### config.mk
export PLATFORM = sky130hd
export DESIGN_NAME = pioc_port
export DESIGN_NICKNAME = d
export VERILOG_FILES = /design/src/pioc_pkg.sv /design/src/pioc_pad_mux.sv /design/src/pioc_port.sv
export SDC_FILE = /design/constraint.sdc
export NUM_CORES = 2
export LEC_CHECK = 0
export BUFFER_PORTS_ARGS = -buffer_cell sky130_fd_sc_hd__buf_2
export CAP_MARGIN = 10
export CORE_AREA = 2 2 359 361
export DETAILED_ROUTE_END_ITERATION = 8
export DIE_AREA = 0 0 361 363
export PLACE_DENSITY = 0.68
export SLEW_MARGIN = 20
export SYNTH_ARGS = -nofsm -noshare
export SYNTH_HDL_FRONTEND = slang
export SYNTH_HIERARCHICAL = 1
export SYNTH_SLANG_ARGS = --single-unit
### constraint.sdc
create_clock -name ref_clk_in -period 2.45 [get_ports ref_clk_in]
set_input_delay 0.6125 -clock ref_clk_in [delete_from_list [all_inputs] [get_ports ref_clk_in]]
set_output_delay 0.6125 -clock ref_clk_in [all_outputs]
set_load 0.01 [all_outputs]
### src/pioc_pkg.sv
// Constants shared by the pad I/O port control block
package pioc_pkg;

  // ***************************************************************
  // Register byte offsets, two words per 64-pad group, four for function select
  // ***************************************************************
  localparam logic [7:0] OFS_FSEL0     = 8'h00; // Pads 0-15
  localparam logic [7:0] OFS_FSEL1     = 8'h04; // Pads 16-31
  localparam logic [7:0] OFS_FSEL2     = 8'h08; // Pads 32-47
  localparam logic [7:0] OFS_FSEL3     = 8'h0C; // Pads 48-63
  localparam logic [7:0] OFS_DIR       = 8'h10;
  localparam logic [7:0] OFS_DIR_SET   = 8'h18;
  localparam logic [7:0] OFS_DIR_CLR   = 8'h20;
  localparam logic [7:0] OFS_DATA      = 8'h28;
  localparam logic [7:0] OFS_DATA_SET  = 8'h30;
  localparam logic [7:0] OFS_DATA_CLR  = 8'h38;
  localparam logic [7:0] OFS_PULL_EN   = 8'h40;
  localparam logic [7:0] OFS_PULL_SEL  = 8'h48;
  localparam logic [7:0] OFS_RD_SRC    = 8'h50;
  localparam logic [7:0] OFS_HYST      = 8'h58;
  localparam logic [7:0] OFS_KEEP      = 8'h60;
  localparam logic [7:0] OFS_PAD_LVL   = 8'h68; // Read-only levels

  // ***************************************************************
  // Function select codes
  // ***************************************************************
  localparam logic [1:0] FSEL_NORMAL = 2'h0;
  localparam logic [1:0] FSEL_ALT1   = 2'h1;
  localparam logic [1:0] FSEL_ALT2   = 2'h2;

  // ***************************************************************
  // Pad groups and reset values
  // ***************************************************************
  localparam logic [63:0] DEBUG_MASK  = 64'hFFFFC000_00000000;
  localparam logic [63:0] DBG_IN_MASK = 64'h8001C000_00000000;
  localparam logic [63:0] REF_MASK    = 64'h00000300_00000000;
  localparam logic [63:0] ANALOG_MASK = 64'h000003FF_C0000000;
  localparam logic [63:0] TWI_MASK    = 64'h00000000_00003000;
  localparam logic [63:0] SSI_MASK    = 64'h00000000_0000000F;
  localparam logic [63:0] RADIO_MASK  = 64'h00003C00_00000000;
  localparam logic [127:0] RST_FSEL   = 128'h0;
  localparam logic [63:0] RST_DIR     = 64'h0;
  localparam logic [63:0] RST_DATA    = 64'h0;
  localparam logic [63:0] RST_PULL_EN = 64'hFFFFFFFF_FFFFFFFF;
  localparam logic [63:0] RST_PULL_SEL = DBG_IN_MASK;
  localparam logic [63:0] RST_RD_SRC  = 64'h0;
  localparam logic [63:0] RST_HYST    = 64'h0;
  localparam logic [63:0] RST_KEEP    = 64'h0;

endpackage

### src/pioc_pad_mux.sv
// Per-pad steering between port control and peripherals
`timescale 1ns/1ps
module pioc_pad_mux
  import pioc_pkg::*;
(
  input  wire logic [127:0] fsel_in,
  input  wire logic [63:0]  dir_in,
  input  wire logic [63:0]  data_in,
  input  wire logic [63:0]  pull_en_in,
  input  wire logic [63:0]  pull_sel_in,
  input  wire logic [63:0]  hyst_in,
  input  wire logic [63:0]  keep_in,
  input  wire logic [63:0]  pad_lvl_in,
  input  wire logic [63:0]  per_out_in,
  input  wire logic [63:0]  per_oe_in,
  input  wire logic [63:0]  per_en_in,
  output logic      [63:0]  pad_out_out,
  output logic      [63:0]  pad_oe_out,
  output logic      [63:0]  pad_ie_out,
  output logic      [63:0]  pull_act_out,
  output logic      [63:0]  pull_up_out,
  output logic      [63:0]  hyst_out,
  output logic      [63:0]  keep_out,
  output logic      [63:0]  analog_out,
  output logic      [63:0]  per_in_out
);

  // Mode decision and pad drive for each pad
  always_comb begin
    logic [1:0] f;
    logic       per;
    f   = 2'h0;
    per = 1'b0;
    for (int i = 0; i < 64; i++) begin
      f = fsel_in[2*i +: 2];
      if (DEBUG_MASK[i] || REF_MASK[i]) begin
        per = (f == FSEL_NORMAL); // Dedicated function
      end else begin
        per = per_en_in[i] && ((f == FSEL_ALT1) ||
              (f == FSEL_ALT2 && RADIO_MASK[i]));
      end
      // Port side settings always from registers
      hyst_out[i]    = hyst_in[i];
      keep_out[i]    = keep_in[i];
      pull_up_out[i] = pull_sel_in[i];
      analog_out[i]  = 1'b0;
      pad_ie_out[i]  = 1'b1;
      if (!per) begin
        pad_oe_out[i]  = dir_in[i];
        pad_out_out[i] = data_in[i];
        per_in_out[i]  = !SSI_MASK[i];
      end else if (ANALOG_MASK[i] &&
                   (REF_MASK[i] || !DEBUG_MASK[i])) begin
        pad_oe_out[i]  = 1'b0; // Digital pad off
        pad_out_out[i] = 1'b0;
        pad_ie_out[i]  = 1'b0;
        analog_out[i]  = 1'b1;
        per_in_out[i]  = 1'b0;
      end else if (TWI_MASK[i]) begin
        pad_oe_out[i]  = per_oe_in[i] && !per_out_in[i];
        pad_out_out[i] = 1'b0;
        per_in_out[i]  = pad_lvl_in[i];
      end else begin
        pad_oe_out[i]  = per_oe_in[i];
        pad_out_out[i] = per_out_in[i] && per_oe_in[i];
        per_in_out[i]  = pad_lvl_in[i];
      end
      // Resistor only while not driving
      pull_act_out[i] = pull_en_in[i] && !pad_oe_out[i] &&
                        !(per && TWI_MASK[i]);
    end
  end

endmodule

### src/pioc_port.sv
// Pad I/O port control registers with Avalon-MM slave
// Behaviour
// Two-bit function select per pad; 00 normal, others alternates.
// Reset puts all pads in function zero.
// Ordinary pads leave reset as inputs with pull-down on.
// Debug and reference pads use dedicated function zero; debug inputs pull up.
// In port mode the port sets direction, output data and read source.
// Function one hands ordinary pads to an enabled peripheral only.
// Enabled converter turns its pads analog, digital pad off.
// Peripheral gives output enable and drives data while enabled.
// Per-pad resistor enable and up/down polarity bits.
// Resistor active only when enabled and pad not driving.
// Resistor, hysteresis, keeper always from port registers.
// Per-pad hysteresis enable, off after reset.
// Per-pad keeper enable, off after reset.
// Direction registers read/write, default input.
// Direction one is output, zero input.
// Direction set alias: ones set bits, zeros leave bits.
// Direction clear alias: ones clear bits, zeros leave bits.
// Outside port mode direction comes from the peripheral.
// Port output drives data bit; data resets to zero.
// Data set alias: ones set bits, others unchanged.
// Data clear alias: ones clear bits, others unchanged.
// Read-source bit picks stored bit or pad level; resets to pad.
// Port mode drives peripheral input high, low for audio port.
// Two-wire pads: input and open-drain output, resistor off.
`timescale 1ns/1ps
module pioc_port
  import pioc_pkg::*;
#(
  parameter int ADDR_W = 8
) (
  input  wire logic              ref_clk_in,
  input  wire logic              nrst_in,
  // Avalon-MM slave
  input  wire logic [ADDR_W-1:0] avs_address_in,
  input  wire logic              avs_read_in,
  input  wire logic              avs_write_in,
  input  wire logic [3:0]        avs_byteenable_in,
  input  wire logic [31:0]       avs_writedata_in,
  output logic      [31:0]       avs_readdata_out,
  output logic                   avs_waitrequest_out,
  // Pads
  input  wire logic [63:0]       pad_in,
  output logic      [63:0]       pad_out,
  output logic      [63:0]       pad_oe_out,
  output logic      [63:0]       pad_ie_out,
  output logic      [63:0]       pull_en_out,
  output logic      [63:0]       pull_up_out,
  output logic      [63:0]       hyst_en_out,
  output logic      [63:0]       keep_en_out,
  output logic      [63:0]       analog_en_out,
  // Peripherals
  input  wire logic [63:0]       per_out_in,
  input  wire logic [63:0]       per_oe_in,
  input  wire logic [63:0]       per_en_in,
  output logic      [63:0]       per_in_out
);

  // ***************************************************************
  // State
  // ***************************************************************
  typedef struct packed {
    logic [127:0] fsel;
    logic [63:0]  dir;
    logic [63:0]  data;
    logic [63:0]  pull_en;
    logic [63:0]  pull_sel;
    logic [63:0]  rd_src;
    logic [63:0]  hyst;
    logic [63:0]  keep;
    logic [63:0]  pad_lvl;
    logic         ack;
    logic [31:0]  rdata;
    logic [63:0]  o_out;
    logic [63:0]  o_oe;
    logic [63:0]  o_ie;
    logic [63:0]  o_pull;
    logic [63:0]  o_up;
    logic [63:0]  o_hyst;
    logic [63:0]  o_keep;
    logic [63:0]  o_ana;
    logic [63:0]  o_per;
  } pioc_state_t;

  pioc_state_t s_q;
  pioc_state_t s_d;

  // Combinational pad decisions
  logic [63:0] m_out;
  logic [63:0] m_oe;
  logic [63:0] m_ie;
  logic [63:0] m_pull;
  logic [63:0] m_up;
  logic [63:0] m_hyst;
  logic [63:0] m_keep;
  logic [63:0] m_ana;
  logic [63:0] m_per;

  // ***************************************************************
  // Helper functions
  // ***************************************************************

  // Byte-lane mask from byte enables
  function automatic logic [31:0] lane_mask(input logic [3:0] be);
    lane_mask = {{8{be[3]}}, {8{be[2]}}, {8{be[1]}}, {8{be[0]}}};
  endfunction

  // Hit when an address matches either word of a 64-bit pair
  function automatic logic pair_hit(input logic [7:0] a,
                                    input logic [7:0] base);
    pair_hit = (a == base) || (a == base + 8'h04);
  endfunction

  // Write one word of a 64-bit register
  function automatic logic [63:0] wr_pair(input logic [63:0] r,
                                          input logic        hi,
                                          input logic [31:0] wd,
                                          input logic [31:0] m);
    logic [63:0] v;
    v = r;
    if (hi) begin
      v[63:32] = (r[63:32] & ~m) | (wd & m);
    end else begin
      v[31:0] = (r[31:0] & ~m) | (wd & m);
    end
    wr_pair = v;
  endfunction

  // Set or clear bits under a one-mask
  function automatic logic [63:0] sc_pair(input logic [63:0] r,
                                          input logic        hi,
                                          input logic [31:0] ones,
                                          input logic        set);
    logic [63:0] m;
    m = hi ? {ones, 32'h0} : {32'h0, ones};
    sc_pair = set ? (r | m) : (r & ~m);
  endfunction

  // Select one word of a 64-bit register
  function automatic logic [31:0] rd_pair(input logic [63:0] r,
                                          input logic        hi);
    rd_pair = hi ? r[63:32] : r[31:0];
  endfunction

  // ***************************************************************
  // Pad steering
  // ***************************************************************
  pioc_pad_mux u_mux (
    .fsel_in     (s_q.fsel),
    .dir_in      (s_q.dir),
    .data_in     (s_q.data),
    .pull_en_in  (s_q.pull_en),
    .pull_sel_in (s_q.pull_sel),
    .hyst_in     (s_q.hyst),
    .keep_in     (s_q.keep),
    .pad_lvl_in  (s_q.pad_lvl),
    .per_out_in  (per_out_in),
    .per_oe_in   (per_oe_in),
    .per_en_in   (per_en_in),
    .pad_out_out (m_out),
    .pad_oe_out  (m_oe),
    .pad_ie_out  (m_ie),
    .pull_act_out(m_pull),
    .pull_up_out (m_up),
    .hyst_out    (m_hyst),
    .keep_out    (m_keep),
    .analog_out  (m_ana),
    .per_in_out  (m_per)
  );

  // ***************************************************************
  // Next state
  // ***************************************************************
  always_comb begin
    logic [7:0]  a;
    logic        hi;
    logic        req;
    logic [31:0] m;
    logic [31:0] wd;
    logic [31:0] rv;
    a   = 8'(avs_address_in);
    hi  = a[2];
    req = avs_read_in || avs_write_in;
    m   = lane_mask(avs_byteenable_in);
    wd  = avs_writedata_in;
    rv  = 32'h0;
    s_d = s_q;

    // Pad level sampling register
    s_d.pad_lvl = pad_in;

    // One wait cycle, then complete
    s_d.ack = req && !s_q.ack;

    // Read data captured in the wait cycle
    if (a == OFS_FSEL0) begin
      rv = s_q.fsel[31:0];
    end else if (a == OFS_FSEL1) begin
      rv = s_q.fsel[63:32];
    end else if (a == OFS_FSEL2) begin
      rv = s_q.fsel[95:64];
    end else if (a == OFS_FSEL3) begin
      rv = s_q.fsel[127:96];
    end else if (pair_hit(a, OFS_DIR)) begin
      rv = rd_pair(s_q.dir, hi);
    end else if (pair_hit(a, OFS_DATA)) begin
      // Stored bit or pad level per pad
      rv = rd_pair((s_q.rd_src & s_q.data) |
                   (~s_q.rd_src & s_q.pad_lvl), hi);
    end else if (pair_hit(a, OFS_PULL_EN)) begin
      rv = rd_pair(s_q.pull_en, hi);
    end else if (pair_hit(a, OFS_PULL_SEL)) begin
      rv = rd_pair(s_q.pull_sel, hi);
    end else if (pair_hit(a, OFS_RD_SRC)) begin
      rv = rd_pair(s_q.rd_src, hi);
    end else if (pair_hit(a, OFS_HYST)) begin
      rv = rd_pair(s_q.hyst, hi);
    end else if (pair_hit(a, OFS_KEEP)) begin
      rv = rd_pair(s_q.keep, hi);
    end else if (pair_hit(a, OFS_PAD_LVL)) begin
      rv = rd_pair(s_q.pad_lvl, hi);
    end else begin
      rv = 32'h0; // Unmapped and write-only read as zero
    end
    if (avs_read_in && !s_q.ack) begin
      s_d.rdata = rv;
    end

    // Writes take effect on the completing edge
    if (avs_write_in && s_q.ack) begin
      if (a == OFS_FSEL0) begin
        s_d.fsel[31:0] = (s_q.fsel[31:0] & ~m) | (wd & m);
      end else if (a == OFS_FSEL1) begin
        s_d.fsel[63:32] = (s_q.fsel[63:32] & ~m) | (wd & m);
      end else if (a == OFS_FSEL2) begin
        s_d.fsel[95:64] = (s_q.fsel[95:64] & ~m) | (wd & m);
      end else if (a == OFS_FSEL3) begin
        s_d.fsel[127:96] = (s_q.fsel[127:96] & ~m) | (wd & m);
      end else if (pair_hit(a, OFS_DIR)) begin
        s_d.dir = wr_pair(s_q.dir, hi, wd, m);
      end else if (pair_hit(a, OFS_DIR_SET)) begin
        s_d.dir = sc_pair(s_q.dir, hi, wd & m, 1'b1);
      end else if (pair_hit(a, OFS_DIR_CLR)) begin
        s_d.dir = sc_pair(s_q.dir, hi, wd & m, 1'b0);
      end else if (pair_hit(a, OFS_DATA)) begin
        s_d.data = wr_pair(s_q.data, hi, wd, m);
      end else if (pair_hit(a, OFS_DATA_SET)) begin
        s_d.data = sc_pair(s_q.data, hi, wd & m, 1'b1);
      end else if (pair_hit(a, OFS_DATA_CLR)) begin
        s_d.data = sc_pair(s_q.data, hi, wd & m, 1'b0);
      end else if (pair_hit(a, OFS_PULL_EN)) begin
        s_d.pull_en = wr_pair(s_q.pull_en, hi, wd, m);
      end else if (pair_hit(a, OFS_PULL_SEL)) begin
        s_d.pull_sel = wr_pair(s_q.pull_sel, hi, wd, m);
      end else if (pair_hit(a, OFS_RD_SRC)) begin
        s_d.rd_src = wr_pair(s_q.rd_src, hi, wd, m);
      end else if (pair_hit(a, OFS_HYST)) begin
        s_d.hyst = wr_pair(s_q.hyst, hi, wd, m);
      end else if (pair_hit(a, OFS_KEEP)) begin
        s_d.keep = wr_pair(s_q.keep, hi, wd, m);
      end
    end

    // Registered pad and peripheral outputs
    s_d.o_out  = m_out;
    s_d.o_oe   = m_oe;
    s_d.o_ie   = m_ie;
    s_d.o_pull = m_pull;
    s_d.o_up   = m_up;
    s_d.o_hyst = m_hyst;
    s_d.o_keep = m_keep;
    s_d.o_ana  = m_ana;
    s_d.o_per  = m_per;
  end

  // ***************************************************************
  // State register
  // ***************************************************************
  always_ff @(posedge ref_clk_in or negedge nrst_in) begin
    if (!nrst_in) begin
      s_q.fsel     <= RST_FSEL;
      s_q.dir      <= RST_DIR;
      s_q.data     <= RST_DATA;
      s_q.pull_en  <= RST_PULL_EN;
      s_q.pull_sel <= RST_PULL_SEL;
      s_q.rd_src   <= RST_RD_SRC;
      s_q.hyst     <= RST_HYST;
      s_q.keep     <= RST_KEEP;
      s_q.pad_lvl  <= 64'h0;
      s_q.ack      <= 1'b0;
      s_q.rdata    <= 32'h0;
      s_q.o_out    <= 64'h0;
      s_q.o_oe     <= 64'h0;
      s_q.o_ie     <= 64'hFFFFFFFF_FFFFFFFF;
      s_q.o_pull   <= RST_PULL_EN;
      s_q.o_up     <= RST_PULL_SEL;
      s_q.o_hyst   <= RST_HYST;
      s_q.o_keep   <= RST_KEEP;
      s_q.o_ana    <= 64'h0;
      s_q.o_per    <= ~SSI_MASK;
    end else begin
      s_q <= s_d;
    end
  end

  // ***************************************************************
  // Outputs
  // ***************************************************************
  assign avs_waitrequest_out = (avs_read_in || avs_write_in) &&
                               !s_q.ack;
  assign avs_readdata_out    = s_q.rdata;
  assign pad_out             = s_q.o_out;
  assign pad_oe_out          = s_q.o_oe;
  assign pad_ie_out          = s_q.o_ie;
  assign pull_en_out         = s_q.o_pull;
  assign pull_up_out         = s_q.o_up;
  assign hyst_en_out         = s_q.o_hyst;
  assign keep_en_out         = s_q.o_keep;
  assign analog_en_out       = s_q.o_ana;
  assign per_in_out          = s_q.o_per;

endmodule

After elaboration in Yosys (flattened, before gate mapping) --
Index checks and enable logic that the tools add are counted.
Storage, ports and cells: input port bits 304, register bits after elaboration 1145, output and inout port bits 609, logic and storage cells 698
Cells by class: equal/unequal tests 79, muxes and demuxes 235, reduce and logical (&&, ||, !) cells 292, bitwise operators 62
Operators with widths (number):
- $mux 32 | 24
- $and 32x32->32 | 19
- $or 32x32->32 | 18
- $mux 64 | 7
- $and 64x64->64 | 4
- $mux 1 | 204
- $or 64x64->64 | 3
- $logic_and 1x1->1 | 165
- $not 64->64 | 2
- $eq 8x7->1 const B | 12
- $eq 2x1->1 const B | 44
- $logic_not 1->1 | 69
- $eq 8x6->1 const B | 8
- $logic_not 2->1 | 20
- $reduce_and 17->1 | 2
- $eq 8x5->1 const B | 4
- $not 32->32 | 1
- $reduce_and 16->1 | 2
- $reduce_and 15->1 | 2
- $reduce_and 14->1 | 2
- $reduce_and 13->1 | 2
- $reduce_and 10->1 | 2
- $logic_or 1x1->1 | 17
- $eq 8x4->1 const B | 2
- 11 further kinds | 33

Longest topological paths before layout --
word-level depth 14, depth in mapped cells 9, mapped depth without buffers 6

By module --
The synthesis kept the hierarchy.
By module, submodules not included:
- pioc_port | sequential area each 31580.3 µm², area an instance 52276.4 µm², times used 1, cells an instance 4027
- pioc_pad_mux | sequential area each 0.0 µm², area an instance 5622.9 µm², times used 1, cells an instance 800

Worst setup path after synthesis --
No wires, ideal clock.
kind input -> register, start point input port avs_address_in[2], end point register (tool-made name), required time 2325 ps, library setup time 125 ps, slack 92 ps, stages on the path 7, data arrival time 2234 ps, buffers on the path 4, cell sequence buf_2 buf_4 buf_1 buf_1 nand2_1 nor2_2 mux2_2
RTL lines:
- from (decl) | line pioc_port.sv:36 | input wire logic [ADDR_W-1:0] avs_address_in,

==> metrics.csv <==
stage,metric,value,unit
run_status,status,"finished, final reports clean",
cells_and_area,Non-Filler Instances,6997,
synth,"EDFF count, synth",0,
synth,area share of fa/ha/maj cells after synthesis,0,
clock_tree,H-tree depth,4,
synth,Synth Cell Area,57900,µm²
clock_tree,buffer count from post-CTS setup fixing,0,
timing,setup violators final,0,
floorplanning,Die Height,363,µm
synth,XOR/XNOR share of the synthesized area,0.00112,
clock_tree,Clock transition at path regs,0.06,ns
synth,Main synth FF type,dfrtp_1,
clock_tree,clock root cell,clkbuf_16,
timing,Final Hold Vio Count,0,
timing,Clock Skews,0.0333,ns
synth,largest family of logic cells by synthesized area,multiplexers,
floorplanning,initial core utilization,0.456,
worst_setup_path,CP max stage cell,dfrtp_1,
pwr,peak supply drop,742,µV
floorplanning,Core Rows,131,
synth,complex-gate fraction of the synthesized area,0.0839,
worst_setup_path,"Req. time, crit path",3.14,ns
route,WL/cell,27.8,µm
worst_setup_path,CP endpoint kind,flip-flop,
place,Area after DPL,60900,µm²
floorplanning,core area,127000,µm²
timing,Worst Max-Slew Pin Slew,0.778,ns
worst_setup_path,WS Path Type,reg2reg,
route,DR iter-0 viols,3619,
clock_tree,Worst-Skew Late Latency,0.82,ns
place,Place WS,-0.683,ns
global_routing,number of global-route vias before repair,39055,
place,DP HPWL,143000,µm
synth,mux cell area share after synthesis,0.149,
floorplanning,Die ar.,131000,µm²
timing,slew margin rel.,0.479,
cells_and_area,Final Cell Area,66500,µm²
synth,"Seq/Total Area, Yosys",0.545,
timing,crit share post-route,0.977,
clock_tree,TritonCTS clock tree,done,
timing,RSZ-0062 raised after global routing,true,
synth,mean post-synth cell area,12.0,µm²
worst_setup_path,startpoint types,flip-flop,
timing,post-route setup TNS,0,ns
worst_setup_path,CP dominant cell by count,buf_4,
global_routing,first-pass GRT wire length,276000,µm
global_routing,All-Layer GR Usage,0.293,
hold_path,min-delay worst type,in2reg,
timing,final worst slack,0.0555,ns
cells_and_area,layout cells sized above 1,0.452,
route,Via Count,38574,
worst_setup_path,CP bufs+invs,2,
place,# placed instances,6660,
worst_setup_path,CP Data Arrival Time,3.09,ns
clock_tree,CTS Buf Count,136,
global_routing,initial antenna violation count,36,
pwr,total power,47.3,mW
route,antenna-violating nets left,0,
pwr,Lkg Pwr,33.0,nW
timing,crit path time final,2.39,ns
floorplanning,die width,361,µm
cells_and_area,# fillers,10916,
timing,Max Slew Vio Count,0,
run,max cap viols,0,
route,Detailed Routing Iterations Pass 1,6,
place,Final GP Congestion,0.911,
clock_tree,CTS sink count,1249,
synth,number of synthesized register bits,1249,
synth,asr flop ratio synth,1.00,
clock_tree,clk buf depth,3,
global_routing,Congestion Overflow GR,0,
route,via/cell ratio,5.51,
pwr,PD cells,712,nW/µm²
worst_setup_path,critical-path cell list,and2_0 -> buf_4 -> nand2_1 -> nor2_1 -> buf_4 -> nand2_2 -> mux2_2,
route,DRC viols,0,
worst_setup_path,largest fanout on the critical path,8,
timing,Max Clock Freq,418,MHz
synth,Mapped Cells,4827,
cells_and_area,Final Util,0.523,
place,Port-buffer cells,868,
worst_setup_path,Top delay family on crit path,simple AND/OR/NAND/NOR gates,
cells_and_area,Area Overhead vs Synth,14.8,%
floorplanning,Ports,913,
route,routed wire length,194000,µm
global_routing,largest net degree at the start of global routing,93,
timing,WHS,0.0493,ns
synth,YS warnings,6,
synth,unique cell type count in the Yosys netlist,65,
synth,simple-gate share of the synthesized area,0.0819,
worst_setup_path,slowest cell delay on critical path,0.43,ns
cells_and_area,final-stage net count,5510,
-- logic make-up (layout without fill, tap and decap cells) --
logic type,after synthesis,after routing
flip-flops,1249,1249
buffers and inverters,1205,1595
AND/OR/NAND/NOR,812,812
multiplexers,779,779
AO/OA/AOI/OAI,776,776
XOR/XNOR,4,4
other,2,120
-- worst paths after layout --
path | start | endpoint | slack [ns] | cells after the start
worst max-delay path | s_q[608] | flip-flop | 0.06 | 7
max in group asynchronous | nrst_in | pad_ie_out[1] | 1.13 | 4
min in group asynchronous | nrst_in | pad_oe_out[1] | 0.35 | 2
worst min register to register | flip-flop | pull_up_out[48] | 0.37 | 0
worst max register to register | s_q[608] | flip-flop | 0.06 | 7
worst min-delay path | per_out_in[1] | pad_out[1] | 0.05 | 3
-- synthesized netlist by cell type, types with 4 or more instances --
library cell / number / area (µm²)
nand3b_4: 28 / 561
inv_1: 69 / 259
mux2i_1: 222 / 2220
o22ai_1: 33 / 206
o221ai_1: 30 / 263
mux2_2: 510 / 5740
mux2_4: 28 / 420
dfstp_2: 260 / 6830
nand2b_4: 4 / 55.1
o2bb2ai_1: 5 / 43.8
or3_1: 23 / 144
nand2_4: 4 / 45.0
a21oi_1: 131 / 656
a221oi_1: 60 / 526
nand2_1: 236 / 886
buf_4: 919 / 6900
nand3_1: 43 / 215
nand3b_1: 12 / 90.1
nor2_2: 34 / 213
or2_2: 28 / 175
o21ai_0: 287 / 1440
o21ai_1: 30 / 150
nand2_2: 36 / 225
nor2_1: 119 / 447
dfrtp_1: 989 / 24700
buf_1: 11 / 41.3
xnor2_2: 4 / 65.1
and2_1: 31 / 194
o211ai_1: 103 / 773
mux2_1: 18 / 203
nor4_4: 5 / 106
nand2b_1: 29 / 181
clkbuf_1: 162 / 608
nor2b_1: 112 / 701
a32o_1: 26 / 260
nor3_1: 34 / 170
buf_2: 43 / 215
a211oi_1: 62 / 465
-- cell usage in the layout (no fill, tap or decap), drive strengths merged, types with 9 or more instances in the layout --
cell type    netlist  final
a211oi            62     62
a21oi            131    131
a221oi            60     60
a32o              26     26
and2              32     32
buf              974   1205
bufinv             0     12
clkbuf           162    197
clkinv             0     26
clkinvlp           0      9
conb               2    104
dfrtp            989    989
dfstp            260    260
diode              0     16
dlygate4sd3        0     70
inv               69     76
mux2             556    556
mux2i            222    222
nand2            276    276
nand2b            33     33
nand3             46     46
nand3b            40     40
nor2             153    153
nor2b            112    112
nor3              37     37
o211ai           103    103
o21ai            318    318
o221ai            30     30
o22ai             33     33
or2               28     28
or3               23     23
-- worst register-to-register path: stages (launching register included) --
cell and delay [ns]:
dfrtp_1 0.43, and2_0 0.32, buf_4 0.18, nand2_1 0.22
nor2_1 0.37, buf_4 0.20, nand2_2 0.22, mux2_2 0.36
-- cell type report --
type | instances | area, µm² | area share
inverters | 69 | 259 | 0.00390
multi-input cells | 2475 | 18800 | 0.283
well taps | 1662 | 2080 | 0.0313
flip-flops and latches | 1249 | 31600 | 0.475
clock inverters | 54 | 845 | 0.0127
repair buffers | 1275 | 8950 | 0.135
clock buffers | 197 | 3920 | 0.0590
diodes | 16 | 40.0 | 0.000602
-- metal layers --
metal  up-vias  part of all wire  GRT usage
met5         -            0.0012          0
met4        38             0.043      0.122
met2      1849              0.47      0.469
met3       426             0.085     0.0768
met1     19728              0.40      0.378
li1      16533                 -          -
-- report_power, final --
part	internal (mW)	switching, mW
Clock	12.6	8.95
Combinational	1.49	2.30
Sequential	21.4	0.605
Total	35.5	11.9
-- what timing repair did --
item                                    4_1_cts  5_1_grt
gates cloned                                  0        0
gates resized for setup                       2        7
endpoints found under the hold margin        94        0
endpoints found under the setup margin       50       71
hold buffers                                 70        0
pin swaps                                     0        0
Note: power is estimated with default switching activity, not from simulation.
